<file path="config.mk">
export PLATFORM = sky130hd
export DESIGN_NAME = usb_three_port_routing
export DESIGN_NICKNAME = d
export VERILOG_FILES = /design/src/design/usb_routing_pkg.sv /design/src/design/usb_pin_sync.sv /design/src/design/usb_power_ctrl.sv /design/src/design/usb_three_port_routing.sv
export VERILOG_INCLUDE_DIRS = /design/src /design/src/design
export SDC_FILE = /design/constraint.sdc
export NUM_CORES = 1
export LEC_CHECK = 0
export BUFFER_PORTS_ARGS = -buffer_cell sky130_fd_sc_hd__buf_4
export CORE_ASPECT_RATIO = 0.9
export CORE_MARGIN = 1
export CORE_UTILIZATION = 55
export DETAILED_ROUTE_END_ITERATION = 10
export PLACE_DENSITY = 0.8
export SETUP_SLACK_MARGIN = 0.1
export SKIP_CTS_REPAIR_TIMING = 1
export SYNTH_ARGS = -nofsm -noshare
export SYNTH_HDL_FRONTEND = slang
export SYNTH_SLANG_ARGS = --single-unit
export TNS_END_PERCENT = 50
</file>
<file path="constraint.sdc">
create_clock -name clk_sys_in -period 2.09 [get_ports clk_sys_in]
set_clock_uncertainty 0.1 [all_clocks]
set_input_delay 0 -clock clk_sys_in [delete_from_list [all_inputs] [get_ports clk_sys_in]]
set_output_delay 0 -clock clk_sys_in [all_outputs]
set_load 0.01 [all_outputs]
</file>
<file path="src/design/usb_routing_defs.svh">
// Purpose: Constants for the three-port USB routing block
// Assumes: 40 MHz system clock
// Notes:   Included by the package and the power and routing design files
`ifndef USB_ROUTING_DEFS_SVH
`define USB_ROUTING_DEFS_SVH

`define PORT_COUNT            3
`define PORT_OTG              0
`define PORT_HOST1            1
`define PORT_HOST2            2
`define SER_WIDTH             6
`define SYS_CLK_HZ            40000000
`define LP_CLK_HZ             32768
`define LP_DIV_COUNT          ((`SYS_CLK_HZ) / (`LP_CLK_HZ))
`define LP_CNT_WIDTH          11
`define IDLE_LP_TICKS         4'h8
`define IF_MODE_SERIAL        2'h0
`define IF_MODE_ULPI          2'h1
`define IF_MODE_LINK          2'h2
`define LINE_TX_DP            0
`define LINE_TX_DM            1
`define LINE_TX_OE            2
`define LINE_RX_DP            3
`define LINE_RX_DM            4
`define LINE_RX_RCV           5
`define LINE_J                6'h28
`define BYPASS_RESET          1'b0

`endif

</file>
<file path="src/design/usb_routing_pkg.sv">
// Purpose: Types for the three-port USB routing block
// Assumes: Constants come from usb_routing_defs.svh
// Notes:   Power states Gray coded along the usual path
`default_nettype none
`include "usb_routing_defs.svh"
package usb_routing_pkg;
  typedef logic [1:0] if_mode_t;
  typedef enum logic [1:0] {
    PWR_RUN     = 2'h0,
    PWR_IDLE    = 2'h1,
    PWR_SUSPEND = 2'h3,
    PWR_GATED   = 2'h2
  } pwr_state_e;
endpackage
`default_nettype wire

</file>
<file path="src/design/usb_pin_sync.sv">
// Purpose: Three-stage pin synchroniser with agreement filter
// Assumes: Input is asynchronous to clk_sys_in
// Notes:   Stage one feeds only stage two
`default_nettype none
module usb_pin_sync #(
  parameter int WIDTH = 1
) (
  // Clock and reset
  input  wire logic             clk_sys_in,
  input  wire logic             sys_rst_in,
  // Data
  input  wire logic [WIDTH-1:0] async_in,
  output logic      [WIDTH-1:0] sync_out
);
  logic [WIDTH-1:0] s1_q, s2_q, s3_q, val_q;
  logic [WIDTH-1:0] val_d;

  always_comb begin
    val_d = val_q;
    if (s2_q == s3_q) begin
      val_d = s3_q;
    end
  end

  always_ff @(posedge clk_sys_in) begin
    if (sys_rst_in) begin
      s1_q  <= '0;
      s2_q  <= '0;
      s3_q  <= '0;
      val_q <= '0;
    end else begin
      s1_q  <= async_in;
      s2_q  <= s1_q;
      s3_q  <= s2_q;
      val_q <= val_d;
    end
  end

  assign sync_out = val_q;
endmodule
`default_nettype wire

</file>
<file path="src/design/usb_power_ctrl.sv">
// Purpose: Per-core low-power unit stepped by a 32 kHz enable
// Assumes: lp_tick_in is a one-cycle pulse from the divider
// Notes:   Wake detection runs while core clocks are gated
`default_nettype none
`include "usb_routing_defs.svh"
module usb_power_ctrl
  import usb_routing_pkg::*;
(
  // Clock and reset
  input  wire logic clk_sys_in,
  input  wire logic sys_rst_in,
  input  wire logic lp_tick_in,
  // Core and line status
  input  wire logic suspend_req_in,
  input  wire logic bus_idle_in,
  input  wire logic line_activity_in,
  // Outputs
  output logic      xcvr_suspend_out,
  output logic      clk_gate_out,
  output logic      wakeup_out
);
  pwr_state_e state_q, state_d;
  logic [3:0] idle_cnt_q, idle_cnt_d;
  logic       wake_q, wake_d;

  always_comb begin
    state_d    = state_q;
    idle_cnt_d = idle_cnt_q;
    wake_d     = 1'b0;
    unique case (state_q)
      PWR_RUN: begin
        idle_cnt_d = 4'h0;
        if (suspend_req_in && bus_idle_in) begin
          state_d = PWR_IDLE;
        end
      end
      PWR_IDLE: begin
        if (!bus_idle_in || !suspend_req_in) begin
          state_d = PWR_RUN;
        end else if (lp_tick_in) begin
          idle_cnt_d = idle_cnt_q + 4'h1;
          if (idle_cnt_q == `IDLE_LP_TICKS - 4'h1) begin
            state_d = PWR_SUSPEND;
          end
        end
      end
      PWR_SUSPEND: begin
        if (line_activity_in) begin
          state_d = PWR_RUN;
          wake_d  = 1'b1;
        end else if (lp_tick_in) begin
          state_d = PWR_GATED; // RL17
        end
      end
      PWR_GATED: begin
        if (lp_tick_in && line_activity_in) begin // RL18
          state_d = PWR_RUN;
          wake_d  = 1'b1;
        end
      end
    endcase
  end

  always_ff @(posedge clk_sys_in) begin
    if (sys_rst_in) begin
      state_q    <= PWR_RUN;
      idle_cnt_q <= 4'h0;
      wake_q     <= 1'b0;
    end else begin
      state_q    <= state_d;
      idle_cnt_q <= idle_cnt_d;
      wake_q     <= wake_d;
    end
  end

  assign xcvr_suspend_out = (state_q == PWR_SUSPEND) || (state_q == PWR_GATED);
  assign clk_gate_out     = (state_q == PWR_GATED);
  assign wakeup_out       = wake_q;
endmodule
`default_nettype wire

</file>
<file path="src/design/usb_three_port_routing.sv">
// Purpose: Port routing, interface modes and low power of three USB ports
// Assumes: One 40 MHz clock, synchronous active-high reset
// Notes:   Serial port lines: bit0 tx_dp, 1 tx_dm, 2 tx_oe, 3 rx_dp, 4 rx_dm, 5 rx_rcv
//          Link mode drives one emulated line; isolated cores see J
//
// How it works
// RL1: Three cores, each owning one port
// RL2: Without bypass each core drives its port
// RL3: High-speed or full/low-speed per port
// RL4: Link mode emulates back-to-back transceivers
// RL5: Link mode only host 1/2, full/low-speed
// RL6: Host 1 core: host, full/low-speed only
// RL7: Host 2 core: host, all three speeds
// RL8: Host 2 takes ULPI or serial transceiver
// RL9: OTG port always has external transceiver
// RL10: Serial transceiver holds own OTG registers
// RL11: ULPI transceiver attached for high-speed
// RL12: Bypass bit enables bypass routing
// RL13: Bypass only with OTG serial, host1 link
// RL14: Bypass routes OTG port to host 1
// RL15: Bypass isolates OTG and host 1 cores
// RL16: Per-core power unit on 32 kHz clock
// RL17: Idle and suspended lets core clocks stop
// RL18: Low-power clock keeps running for wake-up
// RL19: Peripheral bus and DMA master ports; this block has neither, control arrives as plain input ports
// RL20: Bypass bit clears at reset
`default_nettype none
`include "usb_routing_defs.svh"
module usb_three_port_routing
  import usb_routing_pkg::*;
(
  // Clock and reset
  input  wire logic                   clk_sys_in,
  input  wire logic                   sys_rst_in,
  // Control, arriving as plain input ports from outside this block
  input  wire logic                   bypass_req_in, // RL19
  input  wire logic [1:0]             otg_mode_in,
  input  wire logic [1:0]             host1_mode_in,
  input  wire logic [1:0]             host2_mode_in,
  input  wire logic [2:0]             hs_enable_in,
  input  wire logic [2:0]             suspend_req_in,
  // Core-side serial lines
  input  wire logic [`SER_WIDTH-1:0]  otg_core_in,
  input  wire logic [`SER_WIDTH-1:0]  host1_core_in,
  input  wire logic [`SER_WIDTH-1:0]  host2_core_in,
  output logic      [`SER_WIDTH-1:0]  otg_core_out,
  output logic      [`SER_WIDTH-1:0]  host1_core_out,
  output logic      [`SER_WIDTH-1:0]  host2_core_out,
  // Pin-side serial lines
  input  wire logic [`SER_WIDTH-1:0]  otg_pin_in,
  input  wire logic [`SER_WIDTH-1:0]  host1_pin_in,
  input  wire logic [`SER_WIDTH-1:0]  host2_pin_in,
  output logic      [`SER_WIDTH-1:0]  otg_pin_out,
  output logic      [`SER_WIDTH-1:0]  host1_pin_out,
  output logic      [`SER_WIDTH-1:0]  host2_pin_out,
  // Status
  output logic                        bypass_active_out,
  output logic                        config_error_out,
  output logic      [2:0]             hs_active_out,
  output logic      [2:0]             xcvr_suspend_out,
  output logic      [2:0]             clk_gate_out,
  output logic      [2:0]             wakeup_out
);
  localparam int SW = `SER_WIDTH;

  ////////////////////////////////////////////////////////////////////////////
  // Pin synchronisers
  logic [SW-1:0] pin_raw [3];
  logic [SW-1:0] pin_s   [3];
  logic [SW-1:0] otg_pin_s, host1_pin_s, host2_pin_s;

  assign pin_raw[`PORT_OTG]   = otg_pin_in;
  assign pin_raw[`PORT_HOST1] = host1_pin_in;
  assign pin_raw[`PORT_HOST2] = host2_pin_in;

  genvar p;
  generate
    for (p = 0; p < `PORT_COUNT; p++) begin : g_sync
      usb_pin_sync #(.WIDTH(SW)) u_sync (
        .clk_sys_in (clk_sys_in),
        .sys_rst_in (sys_rst_in),
        .async_in   (pin_raw[p]),
        .sync_out   (pin_s[p])
      );
    end
  endgenerate

  assign otg_pin_s   = pin_s[`PORT_OTG];
  assign host1_pin_s = pin_s[`PORT_HOST1];
  assign host2_pin_s = pin_s[`PORT_HOST2];

  ////////////////////////////////////////////////////////////////////////////
  // Mode checks and bypass gating
  if_mode_t mode_otg, mode_h1, mode_h2;
  logic     bypass_ok;
  logic     cfg_err_d, cfg_err_q;
  logic     bypass_d, bypass_q;
  logic [2:0] hs_d, hs_q;

  always_comb begin
    mode_otg  = `IF_MODE_SERIAL;                 // RL9
    mode_h1   = (host1_mode_in == `IF_MODE_LINK) ? `IF_MODE_LINK
                                                 : `IF_MODE_SERIAL; // RL5
    mode_h2   = host2_mode_in;                    // RL8
    cfg_err_d = (otg_mode_in != `IF_MODE_SERIAL)
             || (host1_mode_in == `IF_MODE_ULPI);
    if (host2_mode_in == 2'h3) begin
      mode_h2   = `IF_MODE_SERIAL;
      cfg_err_d = 1'b1;
    end
    bypass_ok = (mode_otg == `IF_MODE_SERIAL) && (mode_h1 == `IF_MODE_LINK); // RL13
    if (bypass_req_in && !bypass_ok) begin
      cfg_err_d = 1'b1;
    end
    bypass_d  = bypass_req_in && bypass_ok;      // RL12
    hs_d[`PORT_OTG]   = hs_enable_in[`PORT_OTG];  // RL3
    hs_d[`PORT_HOST1] = 1'b0;                     // RL6
    hs_d[`PORT_HOST2] = hs_enable_in[`PORT_HOST2]
                     && (mode_h2 == `IF_MODE_ULPI); // RL7
  end

  ////////////////////////////////////////////////////////////////////////////
  // Routing
  logic [SW-1:0] otg_core_d, h1_core_d, h2_core_d;
  logic [SW-1:0] otg_pin_d, h1_pin_d, h2_pin_d;
  logic [SW-1:0] otg_core_q, h1_core_q, h2_core_q;
  logic [SW-1:0] otg_pin_q, h1_pin_q, h2_pin_q;
  logic [SW-1:0] h1_link, h2_link;

  // Link mode: one emulated line, seen by core and peer alike.
  // Core wins if both drive; with neither, the pull-up gives J.
  function automatic logic [SW-1:0] link_line(input logic [SW-1:0] core_tx,
                                              input logic [SW-1:0] peer_tx);
    logic          dp;
    logic          dm;
    logic [SW-1:0] r;
    dp = 1'b1;
    dm = 1'b0;
    if (core_tx[`LINE_TX_OE]) begin
      dp = core_tx[`LINE_TX_DP];
      dm = core_tx[`LINE_TX_DM];
    end else if (peer_tx[`LINE_TX_OE]) begin
      dp = peer_tx[`LINE_TX_DP];
      dm = peer_tx[`LINE_TX_DM];
    end
    r               = '0;
    r[`LINE_RX_DP]  = dp;
    r[`LINE_RX_DM]  = dm;
    r[`LINE_RX_RCV] = dp;
    return r;
  endfunction

  assign h1_link = link_line(host1_core_in, host1_pin_s);
  assign h2_link = link_line(host2_core_in, host2_pin_s);

  always_comb begin
    otg_core_d = otg_pin_s;                       // RL2
    otg_pin_d  = otg_core_in;
    h1_core_d  = host1_pin_s;
    h1_pin_d   = host1_core_in;
    h2_core_d  = host2_pin_s;                     // RL1
    h2_pin_d   = host2_core_in;
    if (mode_h1 == `IF_MODE_LINK) begin
      h1_core_d = h1_link;                        // RL4
      h1_pin_d  = h1_link;
    end
    if (mode_h2 == `IF_MODE_LINK) begin
      h2_core_d = h2_link;                        // RL5
      h2_pin_d  = h2_link;
    end
    if (bypass_q) begin
      otg_pin_d  = host1_pin_s;                   // RL14
      h1_pin_d   = otg_pin_s;
      otg_core_d = `LINE_J;                       // RL15
      h1_core_d  = `LINE_J;
    end
  end

  always_ff @(posedge clk_sys_in) begin
    if (sys_rst_in) begin
      bypass_q   <= `BYPASS_RESET;                // RL20
      cfg_err_q  <= 1'b0;
      hs_q       <= 3'h0;
      otg_core_q <= '0;
      h1_core_q  <= '0;
      h2_core_q  <= '0;
      otg_pin_q  <= '0;
      h1_pin_q   <= '0;
      h2_pin_q   <= '0;
    end else begin
      bypass_q   <= bypass_d;
      cfg_err_q  <= cfg_err_d;
      hs_q       <= hs_d;
      otg_core_q <= otg_core_d;
      h1_core_q  <= h1_core_d;
      h2_core_q  <= h2_core_d;
      otg_pin_q  <= otg_pin_d;
      h1_pin_q   <= h1_pin_d;
      h2_pin_q   <= h2_pin_d;
    end
  end

  ////////////////////////////////////////////////////////////////////////////
  // Low-power clock enable
  logic [`LP_CNT_WIDTH-1:0] lp_cnt_q, lp_cnt_d;
  logic                     lp_tick_q, lp_tick_d;

  always_comb begin
    lp_tick_d = 1'b0;
    lp_cnt_d  = lp_cnt_q + 1'b1;
    if (lp_cnt_q == `LP_CNT_WIDTH'(`LP_DIV_COUNT - 1)) begin
      lp_cnt_d  = '0;
      lp_tick_d = 1'b1;                           // RL18
    end
  end

  always_ff @(posedge clk_sys_in) begin
    if (sys_rst_in) begin
      lp_cnt_q  <= '0;
      lp_tick_q <= 1'b0;
    end else begin
      lp_cnt_q  <= lp_cnt_d;
      lp_tick_q <= lp_tick_d;
    end
  end

  ////////////////////////////////////////////////////////////////////////////
  // Per-core power units
  logic [SW-1:0] line_rx [3];
  logic [2:0]    sus_w, gate_w, wake_w, idle_w, act_w;
  logic [2:0]    sus_q, gate_q, wake_q;

  assign line_rx[0] = otg_pin_s;
  // Link ports judge idle from the emulated line, not the raw pins
  assign line_rx[1] = (mode_h1 == `IF_MODE_LINK) ? h1_link : host1_pin_s;
  assign line_rx[2] = (mode_h2 == `IF_MODE_LINK) ? h2_link : host2_pin_s;

  genvar g;
  generate
    for (g = 0; g < `PORT_COUNT; g++) begin : g_pwr
      assign idle_w[g] = line_rx[g][`LINE_RX_DP] && !line_rx[g][`LINE_RX_DM];
      assign act_w[g]  = !idle_w[g];
      usb_power_ctrl u_pwr (                      // RL16
        .clk_sys_in       (clk_sys_in),
        .sys_rst_in       (sys_rst_in),
        .lp_tick_in       (lp_tick_q),
        .suspend_req_in   (suspend_req_in[g]),
        .bus_idle_in      (idle_w[g]),
        .line_activity_in (act_w[g]),
        .xcvr_suspend_out (sus_w[g]),
        .clk_gate_out     (gate_w[g]),
        .wakeup_out       (wake_w[g])
      );
    end
  endgenerate

  always_ff @(posedge clk_sys_in) begin
    if (sys_rst_in) begin
      sus_q  <= 3'h0;
      gate_q <= 3'h0;
      wake_q <= 3'h0;
    end else begin
      sus_q  <= sus_w;
      gate_q <= gate_w;                           // RL17
      wake_q <= wake_w;
    end
  end

  ////////////////////////////////////////////////////////////////////////////
  // Outputs
  assign otg_core_out      = otg_core_q;
  assign host1_core_out    = h1_core_q;
  assign host2_core_out    = h2_core_q;
  assign otg_pin_out       = otg_pin_q;
  assign host1_pin_out     = h1_pin_q;
  assign host2_pin_out     = h2_pin_q;
  assign bypass_active_out = bypass_q;
  assign config_error_out  = cfg_err_q;
  assign hs_active_out     = hs_q;
  assign xcvr_suspend_out  = sus_q;
  assign clk_gate_out      = gate_q;
  assign wakeup_out        = wake_q;
endmodule
`default_nettype wire

</file>
## Word level (Yosys, flattened, before mapping)

Index checks and enable logic that the tools add are counted.

| storage, ports and cells | value |
|---|---|
| register bits | 155 |
| input bits | 51 |
| output and inout port bits | 50 |
| word-level logic and storage cells | 195 |

| cells by class | value |
|---|---|
| add/subtract/negate cells | 4 |
| eq/ne operators | 43 |
| mux-type cells | 61 |
| reductions and logical operators | 46 |

Operator list:

| cell | number |
|---|---|
| 2-to-1 mux 6 bit | 8 |
| 2-to-1 mux 2 bit | 21 |
| 2-to-1 mux 4 bit | 6 |
| one-hot mux 2 bit (4 select lines) | 3 |
| one-hot mux 4 bit (2 select lines) | 3 |
| == test 2 bit (second input constant) | 10 |
| == test 6 bit | 3 |
| inequality test 2 bit (second input constant) | 9 |
| 2-to-1 mux 1 bit | 17 |
| AND reduction 5 bit | 3 |
| adder 4 x 1 -> 4 bit (second input constant) | 3 |
| == test 4 x 3 -> 1 bit (second input constant) | 3 |
| logical AND 1 bit | 12 |
| adder 11 x 1 -> 11 bit (second input constant) | 1 |
| == test 11 bit (second input constant) | 1 |
| == test 2 x 1 -> 1 bit (second input constant) | 5 |
| zero test 1 bit | 10 |
| inequality test 3 x 1 -> 1 bit (second input constant) | 3 |
| inequality test 3 x 2 -> 1 bit (second input constant) | 3 |
| inequality test 3 bit (second input constant) | 3 |
| AND reduction 3 bit | 3 |
| nonzero test 2 bit | 4 |
| logical OR 1 bit | 7 |
| zero test 2 bit | 3 |
| other kinds (4) | 10 |

## Logic depth before layout (Yosys ltp)

Gate-level depths: netlist of run 1.

| depth | value |
|---|---|
| word-level depth | 10 |
| gate-level depth with buffers | 6 |
| mapped depth without buffers | 6 |

## Modules after synthesis

A second synthesis of run 1 with hierarchy kept.

| unflattened totals | value |
|---|---|
| cells, all modules | 577 |
| area, all modules | 5845.6 µm² |

By module, submodules not included:

| module | instances | cells each | area an instance (µm²) | sequential area each (µm²) |
|---|---|---|---|---|
| usb_pin_sync | 3 | 71 | 818.3 | 480.5 |
| usb_three_port_routing | 1 | 223 | 2197.1 | 1221.2 |
| usb_power_ctrl | 3 | 47 | 397.9 | 140.1 |

## Worst setup path before layout of run 1

Ideal clock, no wire load.

| path | value |
|---|---|
| kind | flip-flop to flip-flop |
| from | reg g_sync[1].u_sync.val_q[2] |
| to | reg g_pwr[1].u_pwr.idle_cnt_q[3] |
| setup time | 0.123 ns |
| arrival | 1.398 ns |
| data required time | 1.867 ns |
| slack | 0.469 ns |
| cell stages (with the launch flop) | 6 |
| buffers on the path | 0 |
| clock period less this slack | 1.621 ns |
| path through | dfxtp_1 inv_1 o311ai_4 o22a_4 nor4_1 mux2_1 |

| between the ends | value |
|---|---|
| word-level cells in the longest chain between the ends | 9 |
| elaborated cells between the ends (all ways) | 11 |
| those cells by class | eq/ne: 1; mux: 5; reduce/logical: 5 |

RTL lines:

| what | line | source |
|---|---|---|
| from (decl) | usb_pin_sync.sv:15 | `logic [WIDTH-1:0] s1_q, s2_q, s3_q, val_q;` |
| from (signal assigned) | usb_pin_sync.sv:35 | `val_q <= val_d;` |
| 2-to-1 mux 1 bit | usb_three_port_routing.sv:142 | `` end else if (peer_tx[`LINE_TX_OE]) begin `` |
| 2-to-1 mux 1 bit | usb_three_port_routing.sv:139 | `` if (core_tx[`LINE_TX_OE]) begin `` |
| 2-to-1 mux 6 bit * | -- |  |
| zero test 1 bit | usb_three_port_routing.sv:241 | `` assign idle_w[g] = line_rx[g][`LINE_RX_DP] && !line_rx[g][`LINE_RX_DM]; `` |
| logical AND 1 bit * | usb_three_port_routing.sv:241 |  |
| zero test 1 bit * | usb_power_ctrl.sv:38 | `if (!bus_idle_in \|\| !suspend_req_in) begin` |
| logical OR 1 bit * | usb_power_ctrl.sv:38 |  |
| inequality test 2 bit (no source line) * | -- |  |
| AND reduction 3 bit (no source line) * | -- |  |
| to (signal assigned) | usb_power_ctrl.sv:71 | `idle_cnt_q <= idle_cnt_d;` |
| to (decl) | usb_power_ctrl.sv:23 | `logic [3:0] idle_cnt_q, idle_cnt_d;` |

Mark *: on every way between the ends. The rest lies on a longest branch, timed or not.
A chain may end at the register's enable or synchronous reset.

## Worst setup path in the final report of run 1

| path | value |
|---|---|
| from | in host2_mode_in[0] |
| to | reg h2_pin_q[4] (netlist: host2_pin_out[4]) |

| between the ends | value |
|---|---|
| word-level cells in the longest chain between the ends | 4 |

RTL lines:

| what | line | source |
|---|---|---|
| from (decl) | usb_three_port_routing.sv:39 | `input wire logic [1:0] host2_mode_in,` |
| == test 2 bit | usb_three_port_routing.sv:107 | `if (host2_mode_in == 2'h3) begin` |
| 2-to-1 mux 2 bit * | usb_three_port_routing.sv:107 |  |
| == test 2 bit (no source line) * | -- |  |
| 2-to-1 mux 6 bit * | usb_three_port_routing.sv:167 | `` if (mode_h2 == `IF_MODE_LINK) begin `` |
| to (signal assigned) | usb_three_port_routing.sv:199 | `h2_pin_q <= h2_pin_d;` |
| to (decl) | usb_three_port_routing.sv:127 | `logic [SW-1:0] otg_pin_q, h1_pin_q, h2_pin_q;` |

Marks and branches as above.

==> out/results.txt, run 1 <==
Final total negative setup slack - 0 ns
# nets final - 752
Main combinational cell family by area after synthesis - simple AND/OR/NAND/NOR gates
Top flip-flop cell by instance count after synthesis - dfxtp_1
Worst vdd ir - 0.694 mV
Post-synthesis simple-gate area fraction - 22.9%
Most Used Layer, Global Route - met2
Count of fill cells added during filler insertion - 633
GR Layer Usage met3 - 5.03%
Setup repair after global routing missed its margin - false
Area of the mapped netlist - 5460 um^2
Diodes inserted - 0
Clock buffers created by TritonCTS - 17
Pleak - 3.31 nW
Core region area - 9660 um^2
Setup slack, reg-to-reg - 0.16 ns
Met2 demand-to-capacity share in global routing - 38.3%
Max Fclk - 510 MHz
Worst-path clk slew - 0.07 ns
Required arrival time at the worst endpoint - 2.46 ns
Slew headroom - 63.1%
Port Buf Inserts - 98
Drt pass-1 iters - 5
Total number of vias - 4279
Maximum clock insertion buffer count - 2
# rows - 34
Vias per std cell - 5.12
Maxcap violations - 0
Global-route wire length before repair - 17300 um
Class of the most critical setup path - in -> reg
Number of setup violations in the final report - 0
DRC marker count from the first detailed-route iteration - 228
Total wire length after detailed routing - 11800 um
Die outline width - 107 um
Worst skew pair latency - 0.53 ns
Crit start category - input port
Antenna violations before repair - 0
Synthesized-area fraction occupied by ao, oa, aoi and oai cells - 7.06%
Share of synthesized area occupied by flip-flops and latches - 56.5%
Routed wirelength normalized by instance count - 14.1 um
Xor/xnor cell area share of the yosys netlist - 4.33%
Nets in the synthesized netlist - 596
Adder-cell share of the synthesized area - 1.10%
Die footprint - 10300 um^2
Endpoint class of the critical path - register
Share of cells above drive strength 1 - 20.4%
Number of distinct standard cells referenced by the synthesized netlist - 58
Outcome - finished clean
Flip-flop and latch count after synthesis - 154
Mean Syn Cell Area - 10.1 um^2
Clock root buffer master - clkbuf_8
Fraction of synthesized area in multiplexers - 5.41%
Residual DRC count - 0
Async set-reset flop share out of synthesis - 0%
Number of sinks driven by the clock tree - 154
Worst slack after detailed placement - 0.323 ns
Core occupancy in the finished layout - 76.9%
P per Cell Area - 860 nW/um^2
Worst path setup slack after routing - 0.130 ns
Warnings, synthesis - 0
Number of ports placed on the die boundary - 101
Y dimension of the die - 96.5 um
P&R area growth vs syn - 36.0%
Final-report hold violation count - 0
Global placer's final weighted congestion - 0.778
Cell count after synthesis - 541
Overall overflow remaining after global route - 0
Via count of the first global-routing pass - 3719
Final antenna-violating net count - 0
Number of flops mapped to enable cells by yosys - 0
Path type of the worst min-delay path - in -> reg
Clock period minus final worst setup slack - 1.96 ns
Crit share post-route - 93.8%
TritonCTS clock tree - built
Starting Density - 56.5%
Detailed-placement wirelength estimate - 7470 um
Fin. max-slew vios - 0
Pin count of the biggest net entering global routing - 87
Maximum fanout along the worst path - 8
CP arrival - 2.33 ns
Tot Pwr - 6.39 mW
Slew @ Worst Pin - 0.554 ns
H-tree level count - 4
Global Route Usage Sum - 22.2%
Met1 Track Usage GR - 25.7%
[report_power, final]
group | switching (mW) | internal (mW)
clock network | 1.21 | 1.62
registers | 0.0431 | 3.02
logic | 0.216 | 0.280
[cell usage after synthesis (2+ instances only)]
library cell,instances,area [um^2]
o22ai_1,3,18.8
nand2b_1,6,37.5
and2_1,11,68.8
nor4b_1,2,17.5
xor2_1,17,149
ha_1,4,50.1
a21oi_1,16,80.1
nor2b_1,61,382
nand4_1,3,18.8
inv_1,13,48.8
nor4_1,6,37.5
or4_1,2,15.0
a22oi_1,5,37.5
mux2_2,3,33.8
o21ai_0,4,20.0
nor2_1,74,278
buf_1,6,22.5
a21o_1,4,30.0
dfxtp_1,154,3080
clkbuf_1,15,56.3
nor3_1,6,30.0
mux2i_1,25,250
a221oi_1,2,17.5
nand3_1,16,80.1
nand3b_1,3,22.5
nand2_1,26,97.6
xnor2_1,10,87.6
and3_1,12,75.1
and4_1,2,17.5
a22o_1,2,17.5
[stage by stage]
| stage | hold slack (ns) | std cells | instance area, um^2 |
|---|---|---|---|
| final | 0.110 | 836 | 7420 |
| after global routing | 0.118 | 836 | 7420 |
| after CTS | -0.463 | 779 | 6850 |
| after detailed placement | 0.0980 | 747 | 6300 |
| after global placement | 0.0946 | 747 | 6300 |
| after floorplan | -0.0243 | 541 | 5460 |
[final timing paths]
check | startpoint | end | cells past startpoint
worst max-delay path | host2_mode_in[0] | host2_pin_out[4] | 7
worst min-delay path | host2_core_in[5] | host2_pin_out[5] | 3
worst max register to register | g_sync[2].u_sync.sync_out[2] | host2_pin_out[3] | 5
worst min register to register | g_sync[2].u_sync.s1_q[5] | g_sync[2].u_sync.s2_q[5] | 1
[critical path: stages]
cell and delay (ns):
dlygate4sd3_1 0.55, buf_4 0.14, and2b_4 0.29, nor2_1 0.06, dlygate4sd3_1 0.55, nor3_1 0.17
dlygate4sd3_1 0.57
[per-layer routing]
metal | up-vias | wire length, um
li1 | 2122 | -
met1 | 2027 | 4950
met2 | 105 | 6180
met3 | 25 | 441
met4 | 0 | 232
met5 | - | 0
[layout make-up]
cell class	count	area [um^2]	share of cell area, %
Inverter	13	48.8	0.657
Tap cell	126	158	2.12
Sequential cell	154	3080	41.5
Multi-Input combinational cell	351	2230	30.0
Clock buffer	19	432	5.81
Timing Repair Buffer	160	1360	18.3
Clock inverter	13	119	1.60
[registers in the layout, indices dropped and copies added (netlist names), 6 cells and up]
name / count
host2_pin_out: 6
g_pwr.u_pwr.state_q: 6
g_sync.u_sync.s1_q: 18
host1_pin_out: 6
g_sync.u_sync.sync_out: 18
host1_core_out: 6
host2_core_out: 6
otg_core_out: 6
lp_cnt_q: 11
otg_pin_out: 6
g_sync.u_sync.s3_q: 18
g_pwr.u_pwr.idle_cnt_q: 12
g_sync.u_sync.s2_q: 18
[kinds of logic (layout without fill, tap and decap cells)]
logic type / after synthesis / in the layout
AND/OR/NAND/NOR: 238 / 238
flip-flops: 154 / 154
AO/OA/AOI/OAI: 51 / 51
buffers and inverters: 36 / 205
multiplexers: 29 / 29
XOR/XNOR: 27 / 27
adder cells (fa/ha/maj): 5 / 5
other: 1 / 1
[cell usage in the layout, fill, tap and decap left out, types with 2 or more instances in the layout]
cell type / count
clkinv_2: 4
a21o_1: 4
clkinv_4: 4
nor3_1: 6
nor2_1: 74
buf_4: 102
o22ai_1: 3
nand2_1: 26
xnor2_1: 10
and4_1: 2
nand2b_1: 6
nand4_1: 3
a21oi_1: 16
o21ai_0: 4
a22o_1: 2
nor4b_1: 2
dfxtp_1: 154
and2_1: 11
inv_1: 13
mux2_2: 3
dlygate4sd3_1: 57
inv_6: 3
nor2b_1: 61
mux2i_1: 25
xor2_1: 17
nor4_1: 6
and3_1: 12
a22oi_1: 5
or4_1: 2
clkbuf_8: 2
ha_1: 4
nand3b_1: 3
clkbuf_16: 16
a221oi_1: 2
nand3_1: 16
No activity file was read; power rests on OpenSTA's default activity.
==> run 2: changes to the inputs <==
--- a/config.mk
+++ b/config.mk
@@ -9,9 +9,9 @@
 export BUFFER_PORTS_ARGS = -buffer_cell sky130_fd_sc_hd__buf_4
 export CORE_ASPECT_RATIO = 0.9
 export CORE_MARGIN = 1
-export CORE_UTILIZATION = 55
+export CORE_UTILIZATION = 49
 export DETAILED_ROUTE_END_ITERATION = 10
-export PLACE_DENSITY = 0.8
+export PLACE_DENSITY = 0.76
 export SETUP_SLACK_MARGIN = 0.1
 export SKIP_CTS_REPAIR_TIMING = 1
 export SYNTH_ARGS = -nofsm -noshare
==> constraint.sdc (replaced) <==
create_clock -name clk_sys_in -period 1.6 [get_ports clk_sys_in]
set_clock_uncertainty 0.1 [all_clocks]
set_input_delay 0 -clock clk_sys_in [delete_from_list [all_inputs] [get_ports clk_sys_in]]
set_output_delay 0 -clock clk_sys_in [all_outputs]
set_load 0.01 [all_outputs]
==> run 2 against run 1 <==
Compared with the run above: the flow now finishes with violations (hold timing, setup timing); clock-buffer cell count is the same; routed wire length rose by 5.4%; first-iteration DRC count increased by 7.0%; non-clock buffer count up 16; total power is 37% higher; sequential share of layout area fell by 1.7 points; critical path type is now reg -> reg; largest cell class unchanged; highest routed layer unchanged.
==> out/results.txt, run 2 (same netlist as run 1, synthesis figures left out) <==
Detailed-placement wirelength estimate - 7670 um (+2.8%)
Global-route wire length before repair - 17800 um (+3.4%)
Depth of the worst hold-timing path - 4 (+1)
TritonCTS clock tree - built
Class of the most critical setup path - reg -> reg
Vias per std cell - 4.95 (-3.3%)
Via count of the first global-routing pass - 3950 (+6.2%)
Crit share post-route - 101%
Crit start category - register
Diodes inserted - 0 (unchanged)
Final antenna-violating net count - 0 (unchanged)
# rows - 36 (+5.9%)
Setup repair after global routing missed its margin - true
Met1 Track Usage GR - 22.0% (-3.7 points)
Maximum fanout along the worst path - 3 (-5)
Failing checks - hold timing, setup timing
Endpoint class of the critical path - register
Most Used Layer, Global Route - met2
Pleak - 3.42 nW (+3.3%)
Worst path setup slack after routing - -0.0125 ns (-0.143 ns)
Residual DRC count - 0 (unchanged)
Starting Density - 50.3% (-6.2 points)
Final total negative setup slack - -0.0161 ns (-0.0161 ns)
Clock period minus final worst setup slack - 1.61 ns
Count of fill cells added during filler insertion - 752 (+19%)
Final standard cell count with taps included and fillers excluded - 878 (+5.0%)
Required arrival time at the worst endpoint - 1.81 ns (-0.65 ns)
Port Buf Inserts - 98 (unchanged)
Drt pass-1 iters - 5 (unchanged)
Clock root buffer master - clkbuf_16
Setup slack, reg-to-reg - -0.01 ns (-0.17 ns)
Number of ports placed on the die boundary - 101 (unchanged)
Die outline width - 113 um (+5.8%)
Maximum clock insertion buffer count - 2 (unchanged)
Placement Cell Area - 6500 um^2 (+3.1%)
Met2 demand-to-capacity share in global routing - 35.5% (-2.8 points)
Final-report hold violation count - 3 (+3)
Pin count of the biggest net entering global routing - 66 (-24%)
Leading cell types in the layout, fill and taps excluded - dfxtp_1 (137), buf_4 (122), nor2_1 (74)
Worst skew pair latency - 0.42 ns (-0.11 ns)
Worst Hold Margin - -0.0346 ns (-0.145 ns)
Path type of the worst min-delay path - in -> reg
P per Cell Area - 1120 nW/um^2 (+30%)
Startpoint of the worst register-to-register path - g_sync[2].u_sync.sync_out[4]
Worst-path clk slew - 0.06 ns (about the same)
Most common cell after layout, fill and taps aside - dfxtp_1
Number of setup violations in the final report - 2 (+2)
Launch point of the worst hold path - host1_mode_in[0]
Y dimension of the die - 102 um (+5.8%)
Total number of vias - 4346 (+1.6%)
Overall overflow remaining after global route - 0 (unchanged)
CP arrival - 1.82 ns (-0.51 ns)
# nets final - 768 (+2.1%)
WHS Endpoint - host1_core_out[4]
Maxcap violations - 0 (unchanged)
Total wire length after detailed routing - 12500 um (+5.4%)
Share of cells above drive strength 1 - 28.5% (+8.1 points)
Number of sinks driven by the clock tree - 154 (unchanged)
DRC marker count from the first detailed-route iteration - 244 (+7.0%)
GR Layer Usage met3 - 6.05% (+1.0 points)
Antenna violations before repair - 0 (unchanged)
Outcome - finished with violations
Core occupancy in the finished layout - 72.0% (-4.9 points)
Fin. max-slew vios - 0 (unchanged)
Max Fclk - 620 MHz
H-tree level count - 4 (unchanged)
Worst vdd ir - 0.696 mV (+0.29%)
Routed wirelength normalized by instance count - 14.2 um (+0.39%)
End of the worst register-to-register path - g_pwr[2].u_pwr.idle_cnt_q[0]
Die footprint - 11600 um^2 (+12%)
Cell area after layout - 7810 um^2 (+5.2%)
Global placer's final weighted congestion - 0.830 (+6.7%)
Global Route Usage Sum - 20.2% (-2.0 points)
Clock buffers created by TritonCTS - 17 (unchanged)
Depth of the worst register-to-register path - 4 (-1)
Total instance count after detailed placement - 791 (+5.9%)
P&R area growth vs syn - 43.1%
Core region area - 10900 um^2 (+12%)
-- run 2: per-layer routing --
| metal | part of all wire [%] | wire (um) |
|---|---|---|
| met1 | 41 | 5150 |
| met2 | 52 | 6430 |
| met3 | 3.7 | 463 |
| met4 | 3.3 | 417 |
| met5 | 0 | 0 |
-- run 2: worst max path at each step --
stage | from | end | slack, ns | cells after the start
2_1_floorplan | g_sync[2].u_sync.sync_out[2] | g_pwr[2].u_pwr.idle_cnt_q[0] | 0.04 | 5
4_1_cts | lp_cnt_q[0] | lp_cnt_q[5] | -0.12 | 5
3_5_place_dp | g_sync[2].u_sync.sync_out[1] | g_pwr[2].u_pwr.idle_cnt_q[0] | -0.001 | 5
6_report | g_sync[2].u_sync.sync_out[4] | g_pwr[2].u_pwr.idle_cnt_q[0] | -0.01 | 4
3_3_place_gp | g_sync[2].u_sync.sync_out[2] | g_pwr[2].u_pwr.idle_cnt_q[0] | 0.03 | 5
5_1_grt | g_sync[1].u_sync.sync_out[2] | g_pwr[1].u_pwr.idle_cnt_q[3] | -0.07 | 5
-- run 2: final cells by class --
class / count / area (um^2) / area share, %
flip-flops and latches: 154 / 3110 / 39.9
clock inverters: 13 / 166 / 2.13
clock buffers: 19 / 433 / 5.54
inverters: 13 / 48.8 / 0.625
multi-input cells: 351 / 2370 / 30.3
repair buffers: 176 / 1490 / 19.1
well taps: 152 / 190 / 2.43
-- run 2: per-stage QoR --
stage                     setup slack [ns]  total power [mW]
after floorplan                     0.0362              4.38
after global placement              0.0285              4.65
after detailed placement          -0.00122              4.67
after CTS                           -0.123              8.68
after global routing               -0.0685              9.05
final                              -0.0125              8.77
-- run 2: worst max-delay path, stage by stage, from the launching register on --
cell and delay [ns]:
dfxtp_2 0.33, or2_4 0.24, a221o_1 0.35, a31o_1 0.23
mux2_2 0.26
-- run 2: power by group --
part / total, mW / switching, mW / internal, mW
logic: 0.719 / 0.308 / 0.411
clock network: 4.04 / 1.57 / 2.47
registers: 4.01 / 0.0580 / 3.95
==> run 3: changes to the inputs <==
--- a/config.mk
+++ b/config.mk
@@ -6,7 +6,7 @@
 export SDC_FILE = /design/constraint.sdc
 export NUM_CORES = 1
 export LEC_CHECK = 0
-export BUFFER_PORTS_ARGS = -buffer_cell sky130_fd_sc_hd__buf_4
+export BUFFER_PORTS_ARGS = -buffer_cell sky130_fd_sc_hd__buf_2
 export CORE_ASPECT_RATIO = 0.9
 export CORE_MARGIN = 1
 export CORE_UTILIZATION = 49
==> run 3 against run 2 <==
Compared with the run above: the run still ends with hold timing, setup timing left; critical path depth rose by 1; routed wire length fell by 0.82%; total power fell by 1.6%; largest cell class unchanged.
==> out/results.txt, run 3 (same netlist as run 1, synthesis figures left out) <==
Maximum clock insertion buffer count - 2 (unchanged)
Maxcap violations - 0 (unchanged)
Worst skew pair latency - 0.43 ns (about the same)
Routed wirelength normalized by instance count - 14.1 um (-0.59%)
WHS Endpoint - host1_core_out[4]
Outcome - finished with violations
Die outline width - 113 um (unchanged)
Y dimension of the die - 102 um (unchanged)
Count of fill cells added during filler insertion - 794 (+5.6%)
Depth of the worst hold-timing path - 4 (unchanged)
Endpoint class of the critical path - register
Maximum fanout along the worst path - 3 (unchanged)
Final total negative setup slack - -0.118 ns (-0.102 ns)
Total instance count after detailed placement - 789 (-0.25%)
Crit share post-route - 104% (+2.8 points)
P per Cell Area - 1150 nW/um^2 (+2.5%)
Footprint of the flip-flops and latches - 3110 um^2 (-0.28%)
Clock root buffer master - clkbuf_16
Sequence of cells on the critical path - nand3b_1 > nand3_2 > a221o_1 > a31o_1 > mux2_4
Global-route wire length before repair - 17000 um (-4.7%)
Pleak - 3.35 nW (-1.9%)
Port Buf Inserts - 98 (unchanged)
Pin count of the biggest net entering global routing - 83 (+26%)
Combinational fraction of design power - 7.6% (-0.6 points)
Total number of vias - 4264 (-1.9%)
Number of setup violations in the final report - 4 (+2)
Max stage delay cell, worst path - a221o_1
H-tree level count - 4 (unchanged)
Via count of the first global-routing pass - 3694 (-6.5%)
Clock period minus final worst setup slack - 1.66 ns (+0.0447 ns)
# nets final - 766 (-0.26%)
Residual DRC count - 0 (unchanged)
Startpoint of the worst register-to-register path - g_sync[2].u_sync.sync_out[2]
Max Fclk - 603 MHz (-2.7%)
Worst vdd ir - 0.827 mV (+19%)
CP arrival - 1.87 ns (+0.05 ns)
WP buf/inv - 0 (unchanged)
Antenna violations before repair - 0 (unchanged)
Launch point of the worst hold path - host1_mode_in[0]
Path type of the worst min-delay path - in -> reg
Cell-internal power - 6.69 mW (-2.0%)
Share of cells above drive strength 1 - 28.9% (+0.36 points)
Final antenna-violating net count - 0 (unchanged)
Worst Hold Margin - -0.0983 ns (-0.0637 ns)
Die footprint - 11600 um^2 (unchanged)
Class of the most critical setup path - reg -> reg
Slowest cell delay on critical path - 0.36 ns (about the same)
Vias per std cell - 4.87 (-1.7%)
TritonCTS clock tree - built
Final standard cell count with taps included and fillers excluded - 876 (-0.23%)
Setup repair after global routing missed its margin - true
Detailed-placement wirelength estimate - 7430 um (-3.2%)
Setup slack, reg-to-reg - -0.06 ns (-0.04 ns)
Number of ports placed on the die boundary - 101 (unchanged)
Fin. max-slew vios - 0 (unchanged)
Total wire length after detailed routing - 12300 um (-0.82%)
Failing checks - hold timing, setup timing
Worst path setup slack after routing - -0.0573 ns (-0.0447 ns)
Leading cell types in the layout, fill and taps excluded - dfxtp_1 (140), buf_2 (97), nor2_1 (73)
P&R area growth vs syn - 37.4%
Share of total power consumed by net switching - 22.5% (+0.33 points)
Area taken by multi-input logic gates - 2360 um^2 (-0.53%)
Core occupancy in the finished layout - 69.1% (-2.9 points)
Share of total power in sequential cells - 46.4% (+0.7 points)
Power spent charging and discharging nets - 1.94 mW (-0.11%)
DRC marker count from the first detailed-route iteration - 145 (-41%)
Starting Density - 50.3% (unchanged)
Clock buffers created by TritonCTS - 17 (unchanged)
Depth of the worst register-to-register path - 5 (+1)
Number of sinks driven by the clock tree - 154 (unchanged)
Worst-path clk slew - 0.07 ns (about the same)
Final-report hold violation count - 9 (+6)
Most common cell after layout, fill and taps aside - dfxtp_1
Crit start category - register
# rows - 36 (unchanged)
Placement Cell Area - 6230 um^2 (-4.2%)
Core region area - 10900 um^2 (unchanged)
Global Route Usage Sum - 19.5% (-0.74 points)
Drt pass-1 iters - 4 (-1)
Proportion of power drawn by the clock network - 46.0% (about the same)
Cell area after layout - 7500 um^2 (-4.0%)
Required arrival time at the worst endpoint - 1.81 ns (about the same)
Overall overflow remaining after global route - 0 (unchanged)
Global placer's final weighted congestion - 0.859 (+3.5%)
Diodes inserted - 0 (unchanged)
End of the worst register-to-register path - g_pwr[2].u_pwr.idle_cnt_q[0]
Critical path's top delay family - compound AO/OA/AOI/OAI gates
[run 3: power by group through the flow]
stage / logic (mW) / clock network, mW / registers, mW
after floorplan: 0.285 / 0 / 4.10
after global placement: 0.505 / 0 / 4.08
after detailed placement: 0.512 / 0 / 4.08
after CTS: 0.516 / 4.04 / 4.00
after global routing: 0.708 / 4.21 / 4.01
final: 0.655 / 3.97 / 4.00
[run 3: worst max path at each step]
stage	depth (start not counted)	startpoint	slack, ns	end
floorplan	5	g_sync[2].u_sync.sync_out[2]	0.04	g_pwr[2].u_pwr.idle_cnt_q[0]
global route	5	g_sync[2].u_sync.sync_out[2]	-0.09	g_pwr[2].u_pwr.idle_cnt_q[0]
CTS	5	g_sync[1].u_sync.sync_out[2]	-0.03	g_pwr[1].u_pwr.idle_cnt_q[0]
finish	5	g_sync[2].u_sync.sync_out[2]	-0.06	g_pwr[2].u_pwr.idle_cnt_q[0]
global placement	5	g_sync[2].u_sync.sync_out[2]	0.03	g_pwr[2].u_pwr.idle_cnt_q[0]
detailed placement	5	g_sync[1].u_sync.sync_out[2]	-0.009	g_pwr[1].u_pwr.state_q[1]
[run 3: cell type report]
class                      instances  area share (%)
clock buffer                      20            6.09
clock inverter                    12            1.80
inverter                          13           0.651
multi-input combinational        351            31.4
sequential                       154            41.4
tap                              152            2.54
timing repair buffer             174            16.1
[run 3: through the flow]
stage / hold slack (ns) / total power, mW / worst slack, ns
floorplan: -0.0243 / 4.38 / 0.0362
CTS: -0.351 / 8.55 / -0.0332
global placement: 0.0966 / 4.58 / 0.0280
global route: -0.0739 / 8.93 / -0.0914
finish: -0.0983 / 8.63 / -0.0573
detailed placement: 0.102 / 4.60 / -0.00935
[run 3: worst reg2reg max path: cells and delay by family, from the launching register on]
| kind | cells | cell delay, ns |
|---|---|---|
| AOI/OAI and AO/OA | 2 | 0.60 |
| DFF | 1 | 0.34 |
| muxes | 1 | 0.27 |
| and+or+nand+nor | 2 | 0.25 |
[run 3: per-layer routing]
metal	vias up	routed length, um	global-route usage [%]	share of wire, %
met5	-	0	0	0
met4	0	176	9.01	1.4
met3	18	510	6.76	4.1
met2	106	6370	32.4	52
met1	1985	5300	22.9	43
li1	2155	-	-	-
